===== src/lsfm_cfg.svh =====
// Timing constants for the lamp switch fault monitor.
// Assumes a 20 MHz core clock; cycle counts follow from the times in microseconds.
`ifndef LSFM_CFG_SVH
`define LSFM_CFG_SVH

`define LSFM_CLK_MHZ 20
`define LSFM_CHANNELS 4
// Switch-on qualification delay, microseconds (least 125, most 350).
`define LSFM_SW_ON_DLY_US 125
`define LSFM_SW_ON_DLY_CYC (`LSFM_SW_ON_DLY_US * `LSFM_CLK_MHZ)
// On-state short delay, microseconds (least 10, most 60).
`define LSFM_ON_DLY_US 10
`define LSFM_ON_DLY_CYC (`LSFM_ON_DLY_US * `LSFM_CLK_MHZ)
// Open-load detection, longest delay in microseconds.
`define LSFM_OL_DLY_US 200
`define LSFM_OL_DLY_CYC (`LSFM_OL_DLY_US * `LSFM_CLK_MHZ)
`define LSFM_CNT_W 13

`endif


===== src/lsfm_pkg.sv =====
// Types for the lamp switch fault monitor.
// Assumes lsfm_cfg.svh is on the include path.
`default_nettype none
`include "lsfm_cfg.svh"

package lsfm_pkg;
	typedef logic [`LSFM_CHANNELS-1:0] lsfm_ch_t;
	typedef logic [`LSFM_CNT_W-1:0] lsfm_cnt_t;

	typedef enum logic [1:0] {
		LSFM_OFF = 2'b00,
		LSFM_STARTING = 2'b01,
		LSFM_ON = 2'b10,
		LSFM_TRIPPED = 2'b11
	} lsfm_state_e;

	typedef struct packed {
		logic overcurrent;
		logic short_voltage_low;
		logic above_open_load;
	} lsfm_cmp_s;

	typedef struct packed {
		lsfm_state_e state;
		lsfm_cnt_t cnt;
		logic short_flag;
		logic open_load_flag;
		logic switch_on;
		logic pullup_on;
		lsfm_cmp_s sync1;
		lsfm_cmp_s sync2;
	} lsfm_chan_s;

	typedef struct packed {
		lsfm_chan_s [`LSFM_CHANNELS-1:0] ch;
	} lsfm_state_s;
endpackage : lsfm_pkg

`default_nettype wire


===== src/lsfm_top.sv =====
// Fault monitor for four high-side lamp channels.
// Comparator inputs are asynchronous and are synchronised here; the
// command and pull-up enable bits come from logic on core_clk.
`timescale 1ns/100ps
`default_nettype none
`include "lsfm_cfg.svh"

// ==============================================================
// What this block does
// - Four independent channels, each with own state, short flag and open-load flag.
// - Short still present when switch-on delay expires switches off, sets flag.
// - Switch-on short means overcurrent together with output voltage still low.
// - On-state overcurrent longer than short delay switches off, sets flag.
// - Off channel flags open load when output rises above threshold, within delay.
// - Open-load flag latched until status reset command or power-on reset.
// - Pull-up current enabled only while the channel's pull-up enable bit is high.
// - After short shutdown, channel stays off and flagged until status reset.
module lsfm_top (
	input wire logic core_clk,
	input wire logic rst,
	input wire lsfm_pkg::lsfm_ch_t channel_on_cmd,
	input wire lsfm_pkg::lsfm_ch_t open_load_pullup_enable,
	input wire logic status_reset,
	input wire lsfm_pkg::lsfm_cmp_s [`LSFM_CHANNELS-1:0] comparators,
	output logic [`LSFM_CHANNELS-1:0] switch_on,
	output logic [`LSFM_CHANNELS-1:0] pullup_on,
	output logic [`LSFM_CHANNELS-1:0] short_flag,
	output logic [`LSFM_CHANNELS-1:0] open_load_flag
);
	import lsfm_pkg::*;

	localparam lsfm_cnt_t SW_ON_CYC = lsfm_cnt_t'(`LSFM_SW_ON_DLY_CYC);
	localparam lsfm_cnt_t ON_CYC = lsfm_cnt_t'(`LSFM_ON_DLY_CYC);

	lsfm_state_s st_r;
	lsfm_state_s st_nxt;

	// ==============================================================
	// Per-channel protection
	// The switch-on check waits the least qualification time; a short that
	// clears earlier lets the channel proceed to the on-state check.
	always_comb begin
		st_nxt = st_r;
		for (int i = 0; i < `LSFM_CHANNELS; i++) begin
			st_nxt.ch[i].sync1 = comparators[i];
			st_nxt.ch[i].sync2 = st_r.ch[i].sync1;
			case (st_r.ch[i].state)
				LSFM_OFF: begin
					st_nxt.ch[i].cnt = '0;
					if (channel_on_cmd[i]) begin
						st_nxt.ch[i].state = LSFM_STARTING;
					end
				end
				LSFM_STARTING: begin
					st_nxt.ch[i].cnt = st_r.ch[i].cnt + lsfm_cnt_t'(1);
					if (!channel_on_cmd[i]) begin
						st_nxt.ch[i].state = LSFM_OFF;
					end else if (st_r.ch[i].cnt >= SW_ON_CYC - lsfm_cnt_t'(1)) begin
						if (st_r.ch[i].sync2.overcurrent && st_r.ch[i].sync2.short_voltage_low) begin
							st_nxt.ch[i].state = LSFM_TRIPPED;
							st_nxt.ch[i].short_flag = 1'b1;
						end else begin
							st_nxt.ch[i].state = LSFM_ON;
							st_nxt.ch[i].cnt = '0;
						end
					end
				end
				LSFM_ON: begin
					if (!channel_on_cmd[i]) begin
						st_nxt.ch[i].state = LSFM_OFF;
					end else if (st_r.ch[i].sync2.overcurrent) begin
						st_nxt.ch[i].cnt = st_r.ch[i].cnt + lsfm_cnt_t'(1);
						if (st_r.ch[i].cnt >= ON_CYC - lsfm_cnt_t'(1)) begin
							st_nxt.ch[i].state = LSFM_TRIPPED;
							st_nxt.ch[i].short_flag = 1'b1;
						end
					end else begin
						st_nxt.ch[i].cnt = '0;
					end
				end
				LSFM_TRIPPED: begin
					st_nxt.ch[i].cnt = '0;
					if (status_reset) begin
						st_nxt.ch[i].state = LSFM_OFF;
					end
				end
				default: begin
					st_nxt.ch[i].state = LSFM_OFF;
				end
			endcase
			// Status reset clears only if no new short is set this cycle.
			if (status_reset && st_nxt.ch[i].state != LSFM_TRIPPED) begin
				st_nxt.ch[i].short_flag = 1'b0;
			end
			// The open-load comparator is trusted only while the switch is off.
			if (status_reset) begin
				st_nxt.ch[i].open_load_flag = 1'b0;
			end
			if (st_r.ch[i].state == LSFM_OFF && st_r.ch[i].sync2.above_open_load) begin
				st_nxt.ch[i].open_load_flag = 1'b1;
			end
			st_nxt.ch[i].switch_on = (st_nxt.ch[i].state == LSFM_STARTING || st_nxt.ch[i].state == LSFM_ON)
				&& !st_nxt.ch[i].short_flag;
			st_nxt.ch[i].pullup_on = open_load_pullup_enable[i] && st_nxt.ch[i].state == LSFM_OFF;
		end
	end

	always_ff @(posedge core_clk or posedge rst) begin
		if (rst) begin
			st_r <= '0;
		end else begin
			st_r <= st_nxt;
		end
	end

	// ==============================================================
	// Outputs
	generate
		for (genvar g = 0; g < `LSFM_CHANNELS; g++) begin : g_out
			assign switch_on[g] = st_r.ch[g].switch_on;
			assign pullup_on[g] = st_r.ch[g].pullup_on;
			assign short_flag[g] = st_r.ch[g].short_flag;
			assign open_load_flag[g] = st_r.ch[g].open_load_flag;
		end
	endgenerate

	// ==============================================================
	// Checks on channel 0
	// All channels share one body of logic, so channel 0 stands for the others.

	property p_trip_off;
		@(posedge core_clk) disable iff (rst)
		$rose(short_flag[0]) |-> !switch_on[0];
	endproperty
	a_trip_off: assert property (p_trip_off)
		else $error("Switch on while short flagged.");

	property p_start_short;
		@(posedge core_clk) disable iff (rst)
		st_r.ch[0].state == LSFM_STARTING && channel_on_cmd[0] && st_r.ch[0].cnt == SW_ON_CYC - 1
		&& st_r.ch[0].sync2.overcurrent && st_r.ch[0].sync2.short_voltage_low |=> short_flag[0];
	endproperty
	a_start_short: assert property (p_start_short)
		else $error("Switch-on short not flagged.");

	property p_start_needs_low;
		@(posedge core_clk) disable iff (rst)
		st_r.ch[0].state == LSFM_STARTING && !st_r.ch[0].sync2.short_voltage_low && !short_flag[0]
		&& !status_reset |=> !short_flag[0];
	endproperty
	a_start_needs_low: assert property (p_start_needs_low)
		else $error("Switch-on trip without low voltage.");

	property p_on_short;
		@(posedge core_clk) disable iff (rst)
		st_r.ch[0].state == LSFM_ON && channel_on_cmd[0] && st_r.ch[0].sync2.overcurrent
		&& st_r.ch[0].cnt == ON_CYC - 1 |=> short_flag[0] && !switch_on[0];
	endproperty
	a_on_short: assert property (p_on_short)
		else $error("On-state short not handled.");

	property p_open_load;
		@(posedge core_clk) disable iff (rst)
		st_r.ch[0].state == LSFM_OFF && comparators[0].above_open_load [*3] |-> ##[1:4] open_load_flag[0];
	endproperty
	a_open_load: assert property (p_open_load)
		else $error("Open load not flagged.");

	property p_ol_hold;
		@(posedge core_clk) disable iff (rst)
		open_load_flag[0] && !status_reset |=> open_load_flag[0];
	endproperty
	a_ol_hold: assert property (p_ol_hold)
		else $error("Open-load flag lost.");

	property p_pullup;
		@(posedge core_clk) disable iff (rst)
		!open_load_pullup_enable[0] |=> !pullup_on[0];
	endproperty
	a_pullup: assert property (p_pullup)
		else $error("Pull-up on while disabled.");

	property p_trip_hold;
		@(posedge core_clk) disable iff (rst)
		short_flag[0] && !status_reset |=> short_flag[0] && !switch_on[0];
	endproperty
	a_trip_hold: assert property (p_trip_hold)
		else $error("Short fault released early.");

	property p_start_early;
		@(posedge core_clk) disable iff (rst)
		st_r.ch[0].state == LSFM_STARTING && st_r.ch[0].cnt < SW_ON_CYC - 1 |=> !short_flag[0];
	endproperty
	a_start_early: assert property (p_start_early)
		else $error("Switch-on short flagged before the delay ran out.");

	property p_cmd_off;
		@(posedge core_clk) disable iff (rst)
		!channel_on_cmd[0] |=> !switch_on[0];
	endproperty
	a_cmd_off: assert property (p_cmd_off)
		else $error("Switch on without command.");

	property p_pullup_idle;
		@(posedge core_clk) disable iff (rst)
		open_load_pullup_enable[0] && !channel_on_cmd[0] && st_r.ch[0].state == LSFM_OFF |=> pullup_on[0];
	endproperty
	a_pullup_idle: assert property (p_pullup_idle)
		else $error("Pull-up off while enabled on an idle channel.");

	// A fresh open-load event in the clearing cycle wins, so it is left out here.
	property p_ol_clear;
		@(posedge core_clk) disable iff (rst)
		status_reset && !(st_r.ch[0].state == LSFM_OFF && st_r.ch[0].sync2.above_open_load)
		|=> !open_load_flag[0];
	endproperty
	a_ol_clear: assert property (p_ol_clear)
		else $error("Open-load flag not cleared by status reset.");

	property p_trip_clear;
		@(posedge core_clk) disable iff (rst)
		status_reset && st_r.ch[0].state == LSFM_TRIPPED |=> !short_flag[0] && !switch_on[0];
	endproperty
	a_trip_clear: assert property (p_trip_clear)
		else $error("Short fault not released by status reset.");

	cover property (@(posedge core_clk) disable iff (rst) $rose(switch_on[0]));
	cover property (@(posedge core_clk) disable iff (rst) $rose(short_flag[0]));
	cover property (@(posedge core_clk) disable iff (rst) $rose(open_load_flag[0]));
	cover property (@(posedge core_clk) disable iff (rst) status_reset && short_flag[0]);
endmodule : lsfm_top

`default_nettype wire


===== config.mk =====
export PLATFORM = sky130hd
export DESIGN_NAME = lsfm_top
export DESIGN_NICKNAME = d
export VERILOG_FILES = /design/src/lsfm_pkg.sv /design/src/lsfm_top.sv
export VERILOG_INCLUDE_DIRS = /design/src
export SDC_FILE = /design/constraint.sdc
export NUM_CORES = 1
export LEC_CHECK = 0
export BUFFER_PORTS_ARGS = -buffer_cell sky130_fd_sc_hd__buf_2
export CORE_ASPECT_RATIO = 1.25
export CORE_MARGIN = 4
export CORE_UTILIZATION = 29
export DETAILED_ROUTE_END_ITERATION = 12
export GPL_ROUTABILITY_DRIVEN = 0
export PLACE_DENSITY = 0.43
export SYNTH_ARGS = -nofsm -noshare
export SYNTH_HDL_FRONTEND = slang
export SYNTH_SLANG_ARGS = --single-unit

===== constraint.sdc =====
create_clock -name core_clk -period 3.85 [get_ports core_clk]
set_input_delay 0.77 -clock core_clk [delete_from_list [all_inputs] [get_ports core_clk]]
set_output_delay 0.77 -clock core_clk [all_outputs]
set_load 0.03 [all_outputs]

==> impl_metrics.py <==
metrics = {
    "drt": {
        "routed_wl_um": 13000,
        "drcViolationCount": 0,
        "vias": 4410,
        "vias_per_cell": 5.19,
        "routedWlPerCell_um": 15.3,
        "detail-route-antenna-nets": 0,
        "drtIter0Drc": 333,
        "dr.pass1.iters": 4,
    },
    "cts": {
        "clkTransAtPathRegs_ns": 0.07,
        "h-tree-depth": 3,
        "ctsResizeCount": 0,
        "cts_hold_buf": 0,
        "cts_buffer_depth": 2,
        "clock_sinks": 100,
        "tritoncts": "built",
        "numCtsBuffers": 9,
        "root_buffer": "clkbuf_16",
        "clkLatencyLatePin_ns": 0.35,
        "cts_setup_buffers": 0,
    },
    "synth": {
        "synth_fp_nets": 650,
        "synth_cell_types": 72,
        "yosys.area.top_type": "dfrtp_1",
        "synth-edff-count": 0,
        "ys.flop_type": "dfrtp_1",
        "yosysWarnings": 0,
        "yosysMostFrequentCell": "dfrtp_1",
        "synth.top_cells.by_count": "100 x dfrtp_1, 54 x nand2_1, 39 x o21ai_0",
        "syn_area_sq_um": 5630,
        "syn_inst": 596,
        "synth_top_cells_by_area": "dfrtp_1 44%, ha_1 6.9%, nand2_1 3.6%",
        "synth_seq_area_share_pct": 44.4,
        "synthArstFlopShare_pct": 100,
        "ys_seq_elements": 100,
        "syn_avg_cell_area_sq_um": 9.45,
        "yosys.area.top_type_share_pct": 44.4,
    },
    "global_routing": {
        "grtUsageTotal_pct": 12.7,
        "antenna_found_initial": 0,
        "first_global_vias": 4545,
        "grt_pass1_wl_um": 22500,
        "grt_max_degree": 76,
        "grt_overflow": 0,
    },
    "setup_path": {
        "worstSetupPathType": "reg2reg",
        "critPathMaxStageDelay_ns": 0.53,
        "reg2reg_slack_ns": 1.14,
        "worstPathMaxFanout": 6,
        "worstRegToRegCells": 11,
        "critPathRequiredTime_ns": 4.09,
        "r2r-start": "st_r[60]$_DFFE_PP0P_",
        "crit_top_cell": "ha_1",
        "r2r-end": "switch_on[2]$_DFF_PP0_",
        "end_kind": "flip-flop",
        "critPathLaunchType": "flip-flop",
        "worstPathCellList": "ha_1 > or4_1 > a21oi_1 > o41ai_2 > mux2i_1 > o21ai_0 > a22o_1 > ha_1 > o22ai_1 > nor3_1 > nor2b_1",
        "slowest_stage": "or4_1",
        "arrival_ns": 2.95,
    },
    "floorplan": {
        "row_count": 56,
        "ios": 39,
        "coreArea_sq_um": 18900,
        "initial_core_util_pct": 29.8,
        "floorplan.die.width_um": 133,
        "dieArea_sq_um": 21700,
        "die_h_um": 164,
    },
    "sta": {
        "grt_setup_unrepaired": "false",
        "fin_crit_ns": 2.71,
        "tightest_slew_ns": 0.949,
        "timing.hold.ws_ns": 0.350,
        "timing.setup.tns_ns": 0,
        "fmax_mhz": 370,
        "relSlewSlack_pct": 36.7,
        "hold_violations": 0,
        "finalClockSkew_ns": 0.00813,
        "setup_violations": 0,
        "finalMaxSlewViolations": 0,
        "finalCritPeriodShare_pct": 70.3,
    },
    "final_layout": {
        "multi_input_area_sq_um": 2800,
        "seqCellArea_sq_um": 2500,
        "insertedDiodeCount": 0,
        "layout-drive-gt1-share_pct": 13.1,
        "area_delta_synth_final_pct": 10.2,
        "final_nets": 667,
        "post-route-util_pct": 32.8,
        "design_area_sq_um": 6210,
        "fillers": 1949,
    },
    "placed_design": {
        "place_area_sq_um": 5920,
        "dp_hpwl_um": 9220,
        "port_buffers": 38,
    },
    "worst_hold_path": {
        "hold_depth": 0,
        "min-delay-start": "st_nxt[75]$_DFF_PP0_",
        "hold_end": "st_r[75]$_DFF_PP0_",
        "hold_class": "reg2reg",
    },
    "outcome": {
        "status": "complete, no violations",
    },
    "pwr": {
        "power_mw": 3.50,
        "vdd_drop_max_uv": 257,
        "p_per_area_nw_per_um2": 564,
        "p_leak_nw": 2.72,
    },
    "flow_run": {
        "cap_violations": 0,
    },
}
-- sequential cells by signal, indices dropped and copies added, names as in the netlist --
signal          flops
st_r               72
st_nxt             12
open_load_flag      4
pullup_on           4
short_flag          4
switch_on           4
-- critical path: cells and delay by family, from the launching register on --
kind | cells | cell delay [ns]
simple gates | 3 | 0.85
compound gates | 5 | 0.76
fa+ha+maj | 2 | 0.41
flops | 1 | 0.41
mux | 1 | 0.15
-- per-stage QoR --
step / std cells / setup slack, ns
6_report: 850 / 1.14
5_1_grt: 850 / 0.873
4_1_cts: 850 / 1.13
3_5_place_dp: 834 / 1.12
3_3_place_gp: 834 / 1.19
2_1_floorplan: 596 / 0.461
-- placed cells by master, fill, tap and decap left out, types with 8 or more instances in the layout --
cell       Yosys  final
nor2b_1       13     13
a31oi_1       20     20
ha_1          31     31
o21ai_0       39     39
inv_1         25     24
and2_1        14     14
a21oi_1       32     32
a22o_1        16     16
buf_2          3     38
nor2_1        29     29
clkbuf_16      0      9
nand2b_1      10     10
dfrtp_1      100    100
nand3_1       36     36
and3_1         8      8
nor3_1        18     18
nand2_1       54     54
-- kinds of logic (layout without fill, tap and decap cells) --
kind of cell               Yosys count  in the layout  share of synthesized area [%]
AOI/OAI and AO/OA                  171            171                           20.6
xor gates and xnor gates             2              2                          0.311
adders and majority gates           31             31                           6.89
buffers and inverters               62             84                           5.80
DFF                                100            100                           44.4
muxes                                6              6                           1.13
and+or+nand+nor                    224            224                           20.9
-- routing by layer --
metal / global-route usage, % / vias to the layer above / share of wire (%)
met4: 4.21 / 0 / 1.4
li1: - / 2202 / -
met2: 22.2 / 75 / 50
met5: 0 / - / 0
met1: 15.5 / 2122 / 45
met3: 2.70 / 11 / 3.4
-- cell type report --
cell class | count | share of cell area (%)
sequential | 100 | 40.3
timing repair buffer | 42 | 3.55
clock inverter | 6 | 0.827
inverter | 26 | 1.61
clock buffer | 10 | 3.85
tap | 232 | 4.68
multi-input combinational | 434 | 45.2
-- worst max-delay path by stage --
stage / from / endpoint / slack (ns) / cells after the start
detailed placement: st_r[60]$_DFFE_PP0P_ / switch_on[2]$_DFF_PP0_ / 1.12 / 11
floorplan: rst / open_load_flag[0]$_DFFE_PP0P_ / 0.46 / 1
global route: st_r[60]$_DFFE_PP0P_ / switch_on[2]$_DFF_PP0_ / 0.87 / 11
CTS: st_r[60]$_DFFE_PP0P_ / switch_on[2]$_DFF_PP0_ / 1.13 / 11
global placement: st_r[60]$_DFFE_PP0P_ / switch_on[2]$_DFF_PP0_ / 1.19 / 11
finish: st_r[60]$_DFFE_PP0P_ / switch_on[2]$_DFF_PP0_ / 1.14 / 11
-- power by group --
part           internal [mW]  switching (mW)  leakage (nW)
clock                  0.468           0.435         0.141
sequential              1.19           0.114          1.31
combinational          0.476           0.818          1.27
total                   2.13            1.37          2.72
(Power assumes the default switching activity.)
